===== config.mk =====
export PLATFORM = sky130hd
export DESIGN_NAME = compact_timer
export DESIGN_NICKNAME = d
export VERILOG_FILES = /design/src/rtl/compact_timer_pkg.sv /design/src/rtl/count_tick_gen.sv /design/src/rtl/output_shaper.sv /design/src/rtl/compact_timer.sv
export SDC_FILE = /design/constraint.sdc
export NUM_CORES = 1
export LEC_CHECK = 0
export ABC_AREA = 1
export BUFFER_PORTS_ARGS = -buffer_cell sky130_fd_sc_hd__buf_2
export CELL_PAD_IN_SITES_DETAIL_PLACEMENT = 2
export CELL_PAD_IN_SITES_GLOBAL_PLACEMENT = 2
export CORE_ASPECT_RATIO = 0.5
export CORE_MARGIN = 5
export CORE_UTILIZATION = 32
export DETAILED_ROUTE_END_ITERATION = 7
export GPL_ROUTABILITY_DRIVEN = 0
export GPL_TIMING_DRIVEN = 1
export PLACE_DENSITY = 0.87
export SLEW_MARGIN = 10
export SYNTH_ARGS = -nofsm -noshare
export SYNTH_HDL_FRONTEND = slang
export SYNTH_HIERARCHICAL = 1
export SYNTH_SLANG_ARGS = --single-unit

===== constraint.sdc =====
create_clock -name aclk -period 6.3 [get_ports aclk]
set_input_delay 0.945 -clock aclk [delete_from_list [all_inputs] [get_ports aclk]]
set_output_delay 0.945 -clock aclk [all_outputs]
set_load 0.005 [all_outputs]

===== src/rtl/compact_timer_pkg.sv =====
// Purpose: shared constants for the compact 10-bit timer
// Assumes: AXI4-Lite register access, 32-bit data, byte addresses
// Notes: each register is one aligned word, data in the low byte
package compact_timer_pkg;
  localparam int CNT_W = 10;
  localparam int RP_W = 3;
  localparam int ADDR_W = 8;
  localparam int DATA_W = 32;
  // ==========================================================
  // register byte addresses
  localparam logic [7:0] OFS_CTL0 = 8'h00;
  localparam logic [7:0] OFS_CTL1 = 8'h04;
  localparam logic [7:0] OFS_CNT_LOW = 8'h08;
  localparam logic [7:0] OFS_CNT_HIGH = 8'h0C;
  localparam logic [7:0] OFS_CMPA_LOW = 8'h10;
  localparam logic [7:0] OFS_CMPA_HIGH = 8'h14;
  localparam logic [7:0] RST_CTL0 = 8'h00;
  localparam logic [7:0] RST_CTL1 = 8'h00;
  localparam logic [9:0] RST_CMPA = 10'h000;
  localparam logic [9:0] CNT_MAX = 10'h3FF;
  // ==========================================================
  // timer_control_0 fields
  localparam int B_PAUSE = 7;
  localparam int B_CKSEL_HI = 6;
  localparam int B_CKSEL_LO = 4;
  localparam int B_ON = 3;
  localparam int B_RP_HI = 2;
  // timer_control_1 fields
  localparam int B_MODE_HI = 7;
  localparam int B_MODE_LO = 6;
  localparam int B_IO_HI = 5;
  localparam int B_IO_LO = 4;
  localparam int B_OC = 3;
  localparam int B_INV = 2;
  localparam int B_SWAP = 1;
  localparam int B_CLRSEL = 0;
  // ==========================================================
  // encodings
  localparam logic [1:0] MODE_CMP = 2'h0;
  localparam logic [1:0] MODE_PWM = 2'h2;
  localparam logic [1:0] MODE_TMR = 2'h3;
  localparam logic [1:0] IO_NONE = 2'h0;
  localparam logic [1:0] IO_LOW = 2'h1;
  localparam logic [1:0] IO_HIGH = 2'h2;
  localparam logic [1:0] IO_TOGGLE = 2'h3;
  localparam logic [1:0] IO_PWM_INACT = 2'h0;
  localparam logic [1:0] IO_PWM_ACT = 2'h1;
  localparam logic [1:0] IO_PWM_WAVE = 2'h2;
  localparam logic [2:0] CK_SYS4 = 3'h0;
  localparam logic [2:0] CK_SYS = 3'h1;
  localparam logic [2:0] CK_H16 = 3'h2;
  localparam logic [2:0] CK_H64 = 3'h3;
  localparam logic [2:0] CK_SUB0 = 3'h4;
  localparam logic [2:0] CK_SUB1 = 3'h5;
  localparam logic [2:0] CK_EXT_RISE = 3'h6;
  localparam logic [2:0] CK_EXT_FALL = 3'h7;
  localparam logic [1:0] RESP_OKAY = 2'h0;
  localparam logic [1:0] RESP_SLVERR = 2'h2;
endpackage : compact_timer_pkg


===== src/rtl/count_tick_gen.sv =====
// Purpose: counting clock selection as one-cycle ticks
// Assumes: high and sub clock ticks and the pin are synchronous to aclk
// Notes: system/4, high/16 and high/64 come from free prescalers
`timescale 1ns/1ps
`default_nettype none
module count_tick_gen (
  // clock and reset
  input wire logic aclk,
  input wire logic aresetn,
  // selection and sources
  input wire logic [2:0] clock_select,
  input wire logic high_clk_tick,
  input wire logic sub_clk_tick,
  input wire logic external_count_clock_pin,
  // tick out
  output logic tick
);
  import compact_timer_pkg::*;
  logic [1:0] sys_div;
  logic [5:0] high_div;
  logic pin_q;
  // ==========================================================
  // prescalers and pin edge history
  always_ff @(posedge aclk) begin
    if (!aresetn) begin
      sys_div <= 2'h0;
      high_div <= 6'h00;
      pin_q <= 1'b0;
    end else begin
      sys_div <= sys_div + 2'h1;
      if (high_clk_tick) begin
        high_div <= high_div + 6'h01;
      end
      pin_q <= external_count_clock_pin;
    end
  end
  always_comb begin
    unique case (clock_select) // RULE5
      CK_SYS4: tick = (sys_div == 2'h3);
      CK_SYS: tick = 1'b1;
      CK_H16: tick = high_clk_tick && (high_div[3:0] == 4'hF);
      CK_H64: tick = high_clk_tick && (high_div == 6'h3F);
      CK_SUB0, CK_SUB1: tick = sub_clk_tick;
      CK_EXT_RISE: tick = external_count_clock_pin && !pin_q;
      CK_EXT_FALL: tick = !external_count_clock_pin && pin_q;
    endcase
  end
endmodule : count_tick_gen
`default_nettype wire


===== src/rtl/output_shaper.sv =====
// Purpose: drives the true and inverted timer output pins
// Assumes: match pulse and pwm level arrive from the counter core
// Notes: timer/counter mode and the undefined mode hold the pin
`timescale 1ns/1ps
`default_nettype none
module output_shaper (
  // clock and reset
  input wire logic aclk,
  input wire logic aresetn,
  // control
  input wire logic [1:0] operating_mode_select,
  input wire logic [1:0] output_function_select,
  input wire logic output_initial_level,
  input wire logic output_invert,
  input wire logic on_rise,
  input wire logic a_match,
  input wire logic pwm_active,
  // pins
  output logic timer_output_pin,
  output logic timer_output_pin_inverted
);
  import compact_timer_pkg::*;
  logic level;
  logic next_level;
  logic drive;
  logic next_pin;
  // ==========================================================
  // level selection
  always_comb begin
    next_level = level;
    drive = 1'b1;
    if (operating_mode_select == MODE_CMP) begin
      if (on_rise) begin
        next_level = output_initial_level; // RULE7 RULE16
      end else if (a_match) begin
        unique case (output_function_select) // RULE13 RULE17
          IO_NONE: next_level = level;
          IO_LOW: next_level = 1'b0;
          IO_HIGH: next_level = 1'b1;
          IO_TOGGLE: next_level = !level;
        endcase
      end
    end else if (operating_mode_select == MODE_PWM) begin
      // active level chosen by output_initial_level
      if (on_rise || output_function_select == IO_PWM_ACT ||
          (output_function_select == IO_PWM_WAVE && pwm_active)) begin
        next_level = output_initial_level; // RULE14 RULE16
      end else begin
        next_level = !output_initial_level; // RULE14
      end
    end else begin
      drive = 1'b0; // RULE12
    end
    next_pin = drive ? (next_level ^ output_invert) : timer_output_pin; // RULE22
  end
  always_ff @(posedge aclk) begin
    if (!aresetn) begin
      level <= 1'b0;
      timer_output_pin <= 1'b0;
      timer_output_pin_inverted <= 1'b1;
    end else begin
      level <= next_level;
      timer_output_pin <= next_pin;
      timer_output_pin_inverted <= !next_pin; // RULE18
    end
  end
endmodule : output_shaper
`default_nettype wire


===== src/rtl/compact_timer.sv =====
// Purpose: compact 10-bit count-up timer with AXI4-Lite registers
// Assumes: one clock, synchronous active-low reset, synchronous pins
// Notes: low bytes go through one shared 8-bit buffer
//
// Overview of operation
// [RULE1] a 10-bit up-counter advances on each selected counting tick
// [RULE2] comparator P checks top three bits, comparator A all ten
// [RULE3] software clears counter only by on rising; hardware clears on match
// [RULE4] pause bit high halts counting and holds; low resumes from it
// [RULE5] clock select picks system/4, system, high/16, high/64, sub, pin edges
// [RULE6] counter on low stops and holds; its rising edge zeroes the count
// [RULE7] on rising restores the output pin to its initial level
// [RULE8] period match every k times 128 clocks, zero means 1024
// [RULE9] clear select low: period match clears; period zero runs to overflow
// [RULE10] mode field: 00 compare, 01 undefined, 10 pwm, 11 timer
// [RULE11] software switches the timer off before changing mode
// [RULE12] timer mode leaves the pin undriven by the timer logic
// [RULE13] compare mode A match: none, low, high or toggle
// [RULE14] pwm mode: force inactive, force active, waveform, undefined
// [RULE15] software changes the output function only while off
// [RULE16] initial level bit sets start level or pwm active level
// [RULE17] high or low actions equal to initial level show no change
// [RULE18] second pin always carries the inverse of the primary pin
// [RULE19] count readable as low/high pair; compare A read/write pair
// [RULE20] clear select high: A match clears; ignored in pwm mode
// [RULE21] swap bit exchanges period and duty roles of P and A
// [RULE22] invert bit inverts the primary pin except in timer mode
// [RULE23] low bytes via buffer; high access moves buffer contents
// [RULE24] one-cycle event pulse per A match; per P match only in pwm mode or with clear select low
`timescale 1ns/1ps
`default_nettype none
module compact_timer (
  // clock and reset
  input wire logic aclk,
  input wire logic aresetn,
  // axi4-lite write address
  input wire logic awvalid,
  output logic awready,
  input wire logic [compact_timer_pkg::ADDR_W-1:0] awaddr,
  // axi4-lite write data
  input wire logic wvalid,
  output logic wready,
  input wire logic [compact_timer_pkg::DATA_W-1:0] wdata,
  input wire logic [3:0] wstrb,
  // axi4-lite write response
  output logic bvalid,
  input wire logic bready,
  output logic [1:0] bresp,
  // axi4-lite read address
  input wire logic arvalid,
  output logic arready,
  input wire logic [compact_timer_pkg::ADDR_W-1:0] araddr,
  // axi4-lite read data
  output logic rvalid,
  input wire logic rready,
  output logic [compact_timer_pkg::DATA_W-1:0] rdata,
  output logic [1:0] rresp,
  // clock sources
  input wire logic high_clk_tick,
  input wire logic sub_clk_tick,
  input wire logic external_count_clock_pin,
  // output pins
  output logic timer_output_pin,
  output logic timer_output_pin_inverted,
  // match events
  output logic event_a,
  output logic event_p
);
  import compact_timer_pkg::*;
  logic [7:0] timer_control_0;
  logic [7:0] timer_control_1;
  logic [CNT_W-1:0] count;
  logic [CNT_W-1:0] compare_a_value;
  logic [7:0] byte_buffer;
  logic on_q;
  logic aw_hold;
  logic w_hold;
  logic [ADDR_W-1:0] aw_addr_q;
  logic [7:0] w_byte_q;
  logic w_lane_q;
  // ==========================================================
  // control field views
  logic pause_ctl;
  logic [2:0] clock_select;
  logic counter_on;
  logic [RP_W-1:0] period_compare_value;
  logic [1:0] operating_mode_select;
  logic [1:0] output_function_select;
  logic output_initial_level;
  logic output_invert;
  logic pwm_role_swap;
  logic clear_source_select;
  assign pause_ctl = timer_control_0[B_PAUSE];
  assign clock_select = timer_control_0[B_CKSEL_HI:B_CKSEL_LO];
  assign counter_on = timer_control_0[B_ON];
  assign period_compare_value = timer_control_0[B_RP_HI:0];
  assign operating_mode_select = timer_control_1[B_MODE_HI:B_MODE_LO];
  assign output_function_select = timer_control_1[B_IO_HI:B_IO_LO];
  assign output_initial_level = timer_control_1[B_OC];
  assign output_invert = timer_control_1[B_INV];
  assign pwm_role_swap = timer_control_1[B_SWAP];
  assign clear_source_select = timer_control_1[B_CLRSEL];
  // ==========================================================
  // counting clock
  logic tick;
  count_tick_gen u_tick (
    .aclk(aclk),
    .aresetn(aresetn),
    .clock_select(clock_select),
    .high_clk_tick(high_clk_tick),
    .sub_clk_tick(sub_clk_tick),
    .external_count_clock_pin(external_count_clock_pin),
    .tick(tick)
  );
  // ==========================================================
  // comparators
  logic on_rise;
  logic run_tick;
  logic pwm_mode;
  logic [CNT_W-1:0] next_count;
  logic p_hit;
  logic a_hit;
  logic clear_hit;
  logic [CNT_W-1:0] duty_value;
  logic pwm_active;
  assign pwm_mode = (operating_mode_select == MODE_PWM);
  assign on_rise = counter_on && !on_q; // RULE6
  assign run_tick = tick && counter_on && !pause_ctl && !on_rise; // RULE4
  assign next_count = count + 10'h001; // RULE1
  // period zero matches at overflow, giving 1024 clocks
  assign p_hit = (period_compare_value != 3'h0) ?
      (next_count == {period_compare_value, 7'h00}) :
      (count == CNT_MAX); // RULE2 RULE8 RULE9
  assign a_hit = (compare_a_value != 10'h000) &&
      (next_count == compare_a_value); // RULE2
  assign clear_hit = pwm_mode ? (pwm_role_swap ? a_hit : p_hit) :
      (clear_source_select ? a_hit : p_hit); // RULE20 RULE21
  assign duty_value = pwm_role_swap ? {period_compare_value, 7'h00} :
      compare_a_value; // RULE21
  assign pwm_active = (count < duty_value);
  // ==========================================================
  // counter
  always_ff @(posedge aclk) begin
    if (!aresetn) begin
      count <= 10'h000;
      on_q <= 1'b0;
    end else begin
      on_q <= counter_on;
      if (on_rise) begin
        count <= 10'h000; // RULE3 RULE6
      end else if (run_tick) begin
        count <= clear_hit ? 10'h000 : next_count; // RULE1 RULE3 RULE9
      end
    end
  end
  // ==========================================================
  // match events
  always_ff @(posedge aclk) begin
    if (!aresetn) begin
      event_a <= 1'b0;
      event_p <= 1'b0;
    end else begin
      event_a <= run_tick && a_hit; // RULE24
      event_p <= run_tick && p_hit &&
          (pwm_mode || !clear_source_select); // RULE24 RULE20
    end
  end
  // ==========================================================
  // output pins
  output_shaper u_out (
    .aclk(aclk),
    .aresetn(aresetn),
    .operating_mode_select(operating_mode_select), // RULE10
    .output_function_select(output_function_select),
    .output_initial_level(output_initial_level),
    .output_invert(output_invert),
    .on_rise(on_rise),
    .a_match(run_tick && a_hit),
    .pwm_active(pwm_active),
    .timer_output_pin(timer_output_pin),
    .timer_output_pin_inverted(timer_output_pin_inverted)
  );
  // ==========================================================
  // axi write channels
  logic wr_fire;
  logic wr_mapped;
  assign wr_fire = aw_hold && w_hold && !bvalid;
  always_comb begin
    unique case (aw_addr_q)
      OFS_CTL0, OFS_CTL1, OFS_CNT_LOW, OFS_CNT_HIGH,
      OFS_CMPA_LOW, OFS_CMPA_HIGH: wr_mapped = 1'b1;
      default: wr_mapped = 1'b0;
    endcase
  end
  always_ff @(posedge aclk) begin
    if (!aresetn) begin
      aw_hold <= 1'b0;
      awready <= 1'b1;
      aw_addr_q <= 8'h00;
    end else if (awvalid && awready) begin
      aw_hold <= 1'b1;
      awready <= 1'b0;
      aw_addr_q <= awaddr;
    end else if (wr_fire) begin
      aw_hold <= 1'b0;
      awready <= 1'b1;
    end
  end
  always_ff @(posedge aclk) begin
    if (!aresetn) begin
      w_hold <= 1'b0;
      wready <= 1'b1;
      w_byte_q <= 8'h00;
      w_lane_q <= 1'b0;
    end else if (wvalid && wready) begin
      w_hold <= 1'b1;
      wready <= 1'b0;
      w_byte_q <= wdata[7:0];
      w_lane_q <= wstrb[0];
    end else if (wr_fire) begin
      w_hold <= 1'b0;
      wready <= 1'b1;
    end
  end
  always_ff @(posedge aclk) begin
    if (!aresetn) begin
      bvalid <= 1'b0;
      bresp <= RESP_OKAY;
    end else if (wr_fire) begin
      bvalid <= 1'b1;
      bresp <= wr_mapped ? RESP_OKAY : RESP_SLVERR;
    end else if (bready) begin
      bvalid <= 1'b0;
    end
  end
  // ==========================================================
  // register writes
  logic wr_en;
  assign wr_en = wr_fire && w_lane_q;
  always_ff @(posedge aclk) begin
    if (!aresetn) begin
      timer_control_0 <= RST_CTL0;
      timer_control_1 <= RST_CTL1;
      compare_a_value <= RST_CMPA;
    end else if (wr_en) begin
      if (aw_addr_q == OFS_CTL0) begin
        timer_control_0 <= w_byte_q;
      end
      if (aw_addr_q == OFS_CTL1) begin
        timer_control_1 <= w_byte_q;
      end
      if (aw_addr_q == OFS_CMPA_HIGH) begin
        compare_a_value <= {w_byte_q[1:0], byte_buffer}; // RULE19 RULE23
      end
    end
  end
  // ==========================================================
  // axi read channels
  logic rd_take;
  logic [7:0] rd_byte;
  logic rd_mapped;
  assign rd_take = arvalid && arready;
  always_comb begin
    rd_byte = 8'h00;
    rd_mapped = 1'b1;
    unique case (araddr)
      OFS_CTL0: rd_byte = timer_control_0;
      OFS_CTL1: rd_byte = timer_control_1;
      OFS_CNT_LOW, OFS_CMPA_LOW: rd_byte = byte_buffer; // RULE23
      OFS_CNT_HIGH: rd_byte = {6'h00, count[9:8]}; // RULE19
      OFS_CMPA_HIGH: rd_byte = {6'h00, compare_a_value[9:8]}; // RULE19
      default: rd_mapped = 1'b0;
    endcase
  end
  always_ff @(posedge aclk) begin
    if (!aresetn) begin
      arready <= 1'b1;
      rvalid <= 1'b0;
      rdata <= 32'h00000000;
      rresp <= RESP_OKAY;
    end else if (rd_take) begin
      arready <= 1'b0;
      rvalid <= 1'b1;
      rdata <= {24'h000000, rd_byte};
      rresp <= rd_mapped ? RESP_OKAY : RESP_SLVERR;
    end else if (rvalid && rready) begin
      rvalid <= 1'b0;
      arready <= 1'b1;
    end
  end
  // ==========================================================
  // shared low-byte buffer
  always_ff @(posedge aclk) begin
    if (!aresetn) begin
      byte_buffer <= 8'h00;
    end else if (rd_take && araddr == OFS_CNT_HIGH) begin
      byte_buffer <= count[7:0]; // RULE23
    end else if (rd_take && araddr == OFS_CMPA_HIGH) begin
      byte_buffer <= compare_a_value[7:0]; // RULE23
    end else if (wr_en && aw_addr_q == OFS_CMPA_LOW) begin
      byte_buffer <= w_byte_q; // RULE23
    end
  end
  // ==========================================================
  // assertions
  property p_step;
    @(posedge aclk) disable iff (!aresetn)
    run_tick && !clear_hit |=> count == $past(count) + 10'h001;
  endproperty
  AST_COUNT_STEP: assert property (p_step) // RULE1
    else $error("counter did not advance by one");
  AST_PAUSE_HOLD: assert property ( // RULE4
    @(posedge aclk) disable iff (!aresetn)
    pause_ctl && !on_rise |=> $stable(count))
    else $error("counter moved while paused");
  AST_OFF_HOLD: assert property ( // RULE6
    @(posedge aclk) disable iff (!aresetn)
    !counter_on |=> $stable(count))
    else $error("counter moved while off");
  AST_ON_CLEAR: assert property ( // RULE3
    @(posedge aclk) disable iff (!aresetn)
    on_rise |=> count == 10'h000)
    else $error("on rising edge did not clear counter");
  AST_P_CLEAR: assert property ( // RULE9
    @(posedge aclk) disable iff (!aresetn)
    run_tick && p_hit && !clear_source_select && !pwm_mode
    |=> count == 10'h000 && event_p ##1 !event_p)
    else $error("period match did not clear counter");
  AST_A_CLEAR: assert property ( // RULE20
    @(posedge aclk) disable iff (!aresetn)
    run_tick && a_hit && clear_source_select && !pwm_mode
    |=> count == 10'h000 && event_a && !event_p)
    else $error("compare A match clear or events wrong");
  AST_INV_PIN: assert property ( // RULE18
    @(posedge aclk) disable iff (!aresetn)
    timer_output_pin_inverted == !timer_output_pin)
    else $error("inverted pin not the inverse");
  AST_RESTORE: assert property ( // RULE7
    @(posedge aclk) disable iff (!aresetn)
    on_rise && operating_mode_select == MODE_CMP
    |=> timer_output_pin == ($past(output_initial_level) ^
        $past(output_invert)))
    else $error("output pin not restored on start");
  AST_SET_HIGH: assert property ( // RULE13
    @(posedge aclk) disable iff (!aresetn)
    run_tick && a_hit && operating_mode_select == MODE_CMP &&
    output_function_select == IO_HIGH
    |=> timer_output_pin == !$past(output_invert))
    else $error("drive high match action failed");
  AST_PERIOD_WRAP: assert property ( // RULE8
    @(posedge aclk) disable iff (!aresetn)
    run_tick && period_compare_value == 3'h1 && !pwm_mode &&
    !clear_source_select && count == 10'h07F |=> count == 10'h000)
    else $error("period of 128 not honoured");
  AST_HIGH_READ: assert property ( // RULE23
    @(posedge aclk) disable iff (!aresetn)
    rd_take && araddr == OFS_CNT_HIGH
    |=> byte_buffer == $past(count[7:0]))
    else $error("high read did not capture low byte");
  COV_A_MATCH: cover property (@(posedge aclk) event_a);
  COV_P_MATCH: cover property (@(posedge aclk) event_p);
  COV_PWM_EDGE: cover property (@(posedge aclk)
    pwm_mode && $rose(timer_output_pin));
  COV_CMPA_WRITE: cover property (@(posedge aclk)
    wr_en && aw_addr_q == OFS_CMPA_HIGH);
endmodule : compact_timer
`default_nettype wire


==> results of run 1 <==
routing by layer:
metal	global-route usage, %	vias up	part of all wire [%]	wire [um]
li1	-	2450	-	-
met5	0	-	0	0
met4	8.06	0	3.0	619
met1	25.1	2611	42	8630
met3	3.86	46	3.8	774
met2	41.3	131	51	10400
placed cells by master, fill, tap and decap left out, types with 3 or more instances in the layout:
cell type	n
a21oi_1	83
buf_2	53
clkbuf_16	9
conb_1	26
dfxtp_1	93
ha_1	12
inv_1	84
inv_2	6
nand2_1	132
nand2_2	5
nand3_1	47
nand3_2	7
nand4_1	4
nor2_1	76
nor2_2	6
nor2_4	3
nor3_1	9
o21ai_0	79
o21ai_1	5
o22ai_1	5
registers in the layout, summed over array words and instances, names as in the netlist, 8 cells and up, named ones only:
register and cells:
timer_control_1 8, rdata 8, aw_addr_q 8, timer_control_0 8
byte_buffer 8, count 10, compare_a_value 10, w_byte_q 8
per-stage QoR:
step | cells | power [mW]
after floorplan | 759 | 0.694
after global placement | 971 | 0.716
after detailed placement | 971 | 0.723
after CTS | 987 | 1.34
after global routing | 987 | 1.38
final | 987 | 1.33
how the worst min path moves through the flow:
stage	start	end	slack [ns]	cells after the start
floorplan	u_tick/sys_div[0]$_SDFF_PN0_	u_tick/sys_div[0]$_SDFF_PN0_	0.40	1
global placement	u_tick/sys_div[0]$_SDFF_PN0_	u_tick/sys_div[0]$_SDFF_PN0_	0.41	1
detailed placement	u_tick/sys_div[0]$_SDFF_PN0_	u_tick/sys_div[0]$_SDFF_PN0_	0.43	1
CTS	u_tick/sys_div[0]$_SDFF_PN0_	u_tick/sys_div[0]$_SDFF_PN0_	0.44	1
global route	u_tick/sys_div[0]$_SDFF_PN0_	u_tick/sys_div[0]$_SDFF_PN0_	0.45	1
finish	u_tick/sys_div[0]$_SDFF_PN0_	u_tick/sys_div[0]$_SDFF_PN0_	0.43	1
critical path, delay by kind of cell:
| family | cells | cell delay, ns |
|---|---|---|
| and+or+nand+nor | 13 | 1.75 |
| AOI/OAI and AO/OA | 2 | 0.28 |
| buffers and inverters | 2 | 0.48 |
layout make-up:
| cell class | count | area (um2) |
|---|---|---|
| Fill cell | 1841 | 9720 |
| Multi-Input combinational cell | 528 | 2630 |
| Sequential cell | 93 | 1860 |
| Inverter | 92 | 347 |
| Timing Repair Buffer | 54 | 273 |
| Tap cell | 204 | 255 |
| Clock buffer | 10 | 229 |
| Clock inverter | 6 | 93.8 |
kinds of logic (layout without fill, tap and decap cells):
family / count (synthesis) / count (layout) / synth area share, %
xor+xnor: 2 / 2 / 0.348
fa+ha+maj: 12 / 12 / 2.98
buf+inv: 138 / 162 / 12.5
other cells: 1 / 26 / 0.0746
simple gates: 300 / 300 / 27.3
compound gates: 188 / 188 / 19.8
flops: 93 / 93 / 37.0
power breakdown:
group	switching, mW	internal [mW]
sequential	0.0153	0.606
clock	0.262	0.353
combinational	0.0648	0.0299
total	0.342	0.988
==> qor.yml, run 1 <==
post_dp_cell_area_mm2: 0.00537
yosysMostFrequentCell: "nand2_1"
utilization_pct: 36.9
ant_nets: 0
dp.final_hpwl_mm: 13.2
diodes: 0
ys_top_cells_by_count: "132 x nand2_1, 93 x dfxtp_1, 84 x inv_1, 83 x a21oi_1, 80 x o21ai_0"
cpMaxStageDelayCell: "nor2_1"
cts_tree: "yes"
viasPerCell: 5.31
layout_setup_ws_ns: 3.09
ys_async_sr_fraction_pct: 0
root_buffer: "clkbuf_16"
cp-start-kind: "input port"
hold_violations: 0
vias: 5238
antenna_found_initial: 0
coreArea_mm2: 0.0154
worst_r2r_path_depth: 18
grt_max_degree: 67
ctsResizeCount: 0
yosys.cell_types.count: 45
die-area_mm2: 0.0185
drive_above_1_share_pct: 13.7
crit_type: "in2reg"
crit_path_end: "u_out/timer_output_pin_inverted$_SDFF_PN1_"
synthFlopType: "dfxtp_1"
grt_first_pass_wirelength_mm: 32.3
hold_class: "reg2reg"
worstPathArrival_ns: 3.45
clk_pin_slew_worst_paths_ns: 0.07
cts_buffer_depth: 2
cpMostUsedCell: "nand2_1"
fp.dieW_um: 187
worstSetupStartpoint: "high_clk_tick"
max_stage_delay_ns: 0.42
tightest_slew_ns: 1.05
syn_to_final_growth_pct: 13.2
initial_core_util_pct: 32.6
fin_worst_skew_ns: 0.00958
pin_count: 107
synth_top_area_share_pct: 37.0
h-tree-depth: 3
cts_hold_buf: 0
post-place-ws_ns: 2.89
postCtsSetupRepairBufs: 0
first_pass_iters: 5
reg2reg_setup_slack_ns: 3.18
finalMaxSlewViolations: 0
rsz0062_at_grt: "false"
yosysWarnings: 6
synth-edff-count: 0
max-slew-margin-rel_pct: 29.5
ys_ff_latch: 93
vdd_drop_max_mv: 0.133
grt_pass1_vias: 5902
max_cap_viol_count: 0
worst-path-max-fanout: 22
syn_inst: 734
path_cells: "buf_2, nand2_2, nor2_4, nand3_2, nand2_1, nor2_1, nor2_1, and3_1, inv_1, nor2_1, nand2_1, nand2_1, nand3_1, a21oi_2, nand3_1, nand2_1, o21bai_1"
status: "finished clean"
endpoint_kind: "flip-flop"
synthesis.area_mm2: 0.00503
leakage_nw: 2.40
worst_skew_pair.late_latency_ns: 0.36
finalSetupTns_ns: 0
grt_overflow: 0
routedWlPerCell_um: 20.7
die_y_um: 98.7
cp.required_ns: 6.54
fin_nets: 852
netlist_top_cells_area: "dfxtp_1 37%, nand2_1 9.9%, a21oi_1 8.3%"
drc: 0
powerDensity_mw_per_mm2: 234
hold_ws_ns: 0.430
totalWireLength_mm: 20.4
setup_viol: 0
final_cell_area_mm2: 0.00569
r2r-start: "count[0]$_SDFFE_PP0P_"
synth.avg_cell_area_um2: 6.85
cts_buffers: 9
max_clock_freq_mhz: 312
finalCritPeriodShare_pct: 50.9
drt_iter0_drc: 338
synth.largest_area_cell: "dfxtp_1"
clock-sinks: 93
layout_min_cycle_time_ns: 3.21
rows: 32
port_buffers: 53
grt_use_total_pct: 22.0
r2r-end: "u_out/timer_output_pin_inverted$_SDFF_PN1_"
seq_area_frac_synth_pct: 37.0
Note: power is estimated with default switching activity, not from simulation.
==> inputs of run 2 (changes only) <==
--- a/config.mk
+++ b/config.mk
@@ -11,11 +11,11 @@
 export CELL_PAD_IN_SITES_GLOBAL_PLACEMENT = 2
 export CORE_ASPECT_RATIO = 0.5
 export CORE_MARGIN = 5
-export CORE_UTILIZATION = 32
+export CORE_UTILIZATION = 27
 export DETAILED_ROUTE_END_ITERATION = 7
 export GPL_ROUTABILITY_DRIVEN = 0
 export GPL_TIMING_DRIVEN = 1
-export PLACE_DENSITY = 0.87
+export PLACE_DENSITY = 0.78
 export SLEW_MARGIN = 10
 export SYNTH_ARGS = -nofsm -noshare
 export SYNTH_HDL_FRONTEND = slang
==> constraint.sdc (replaced) <==
create_clock -name aclk -period 2.6 [get_ports aclk]
set_input_delay 0.39 -clock aclk [delete_from_list [all_inputs] [get_ports aclk]]
set_output_delay 0.39 -clock aclk [all_outputs]
set_load 0.005 [all_outputs]
==> run 2 against run 1 <==
Net effect: sequential power grew 140%; clock skew fell by 0.0020 ns; critical path depth increased by 2; non-clock buffer count grew 32; hold slack worse by 0.16 ns; core utilization decreased by 3.6 points.
==> qor.yml, run 2 (synthesized netlist as in run 1, its figures left out) <==
status: "finished clean"
ant_nets: 0
utilization_pct: 33.3
rows: 35
cts_tree: "yes"
diodes: 0
coreArea_mm2: 0.0183
worstPathArrival_ns: 2.79
vias: 5174
dpl.cell_count: 1029
hold_ws_ns: 0.266
worstSetupStartpoint: "count[0]$_SDFFE_PP0P_"
grt_overflow: 0
drive_above_1_share_pct: 20.2
routedWlPerCell_um: 17.4
crit_type: "reg2reg"
die-area_mm2: 0.0216
grt_pass1_vias: 5516
final_common_cell: "nand2_1"
fin_nets: 884
h-tree-depth: 3
drt_iter0_drc: 182
cp-start-kind: "flip-flop"
initial_core_util_pct: 27.4
finalSetupTns_ns: 0
grt_first_pass_wirelength_mm: 29.1
syn_to_final_growth_pct: 21.5
worst-path-max-fanout: 3
hold_violations: 0
clk_pin_slew_worst_paths_ns: 0.07
final-instance-count-excl-fill: 1055
die_y_um: 107
cpMaxStageDelayCell: "dfxtp_2"
max_clock_freq_mhz: 401
vdd_drop_max_mv: 0.291
hold_class: "in2reg"
worstHoldStart: "external_count_clock_pin"
grt_use_total_pct: 16.6
reg_top3: "compare_a_value (10), count (10)"
layout_min_cycle_time_ns: 2.50
worst_skew_pair.late_latency_ns: 0.35
post-place-ws_ns: -0.0973
setup_viol: 0
finalCritPeriodShare_pct: 96.0
final_cell_mix: "129 x nand2_1, 83 x a21oi_1, 83 x dfxtp_1"
endpoint_kind: "flip-flop"
max_cap_viol_count: 0
fp.dieW_um: 203
drc: 0
antenna_found_initial: 0
finalMaxSlewViolations: 0
max-slew-margin-rel_pct: 27.7
max_stage_delay_ns: 0.34
powerDensity_mw_per_mm2: 527
path_cells: "ha_4, inv_1, nand2_1, nand2_1, nor2_1, o21ai_1, nor2_1, nand3_2, nor2_4, nand3_2, nor2_4, nand2_1, nand2_1, nand3_2, a21oi_4, nand3_1, nand2_1, nor2_1, nor2_1"
layout_setup_ws_ns: 0.105
grt_max_degree: 30
totalWireLength_mm: 18.4
cts_buffer_depth: 2
cts_hold_buf: 0
clock-sinks: 93
leakage_nw: 2.60
viasPerCell: 4.90
tightest_slew_ns: 1.08
fin_worst_skew_ns: 0.00762
root_buffer: "clkbuf_16"
r2r-start: "count[0]$_SDFFE_PP0P_"
port_buffers: 53
first_pass_iters: 4
cpMostUsedCell: "nand2_1"
dp.final_hpwl_mm: 13.6
cts_buffers: 9
pin_count: 107
cp.required_ns: 2.89
-- run 2: cell types whose count changed in the layout (fill, tap and decap cells not counted), moves of 3 or more --
cell / previous run / this run
buf_4: 1 / 31
dfxtp_1: 93 / 83
dfxtp_2: 0 / 9
nand2_1: 132 / 129
nand3_1: 47 / 44
nand3_2: 7 / 10
nor2_2: 6 / 3
nor2_4: 3 / 7
o21ai_0: 79 / 75
o21ai_2: 1 / 5
-- run 2: repair_timing --
item                                    4_1_cts  5_1_grt
buffers inserted                              0       10
hold endpoints to repair                      0        0
resized for setup                             4       39
endpoints found under the setup margin        3        3
pin swaps                                     0       21
-- run 2: path summary, 6_finish.rpt --
path	endpoint	slack [ns]	cells past startpoint
setup reg to reg	flip-flop	0.10	19
hold reg to reg	u_tick/sys_div[0]$_SDFF_PN0_	0.46	1
setup / recovery	flip-flop	0.10	19
hold / removal	u_tick/pin_q$_SDFF_PN0_	0.27	3
-- run 2: per-layer routing --
layer	GRT usage (%)	vias up	share of wire, %
met5	0	-	0
met4	3.42	0	1.2
met3	2.68	18	3.3
met2	28.8	84	49
met1	22.0	2562	47
li1	-	2510	-
-- run 2: where the power goes --
| group | switching, mW | leakage, nW | internal (mW) | total, mW |
|---|---|---|---|---|
| logic | 0.147 | 1.68 | 0.0787 | 0.226 |
| registers | 0.0344 | 0.762 | 1.47 | 1.50 |
| clock network | 0.636 | 0.159 | 0.856 | 1.49 |
-- run 2: metrics by stage --
step           total power [mW]  cell area (um2)
2_1_floorplan              1.68             5120
3_3_place_gp               1.75             5580
3_5_place_dp               1.76             5580
4_1_cts                    3.23             5920
5_1_grt                    3.34             6110
6_report                   3.22             6110
-- run 2: worst max-delay path, delay by kind of cell (launching register included) --
family / cells / cell delay [ns]
flops: 1 / 0.34
simple gates: 15 / 1.48
fa+ha+maj: 1 / 0.27
compound gates: 2 / 0.29
buf+inv: 1 / 0.05
-- run 2: layout make-up --
type | count | area (um2)
multi-input cells | 528 | 2740
flip-flops and latches | 93 | 1880
inverters | 92 | 354
clock inverters | 6 | 93.8
fillers | 2210 | 12200
clock buffers | 10 | 229
well taps | 240 | 300
repair buffers | 86 | 520
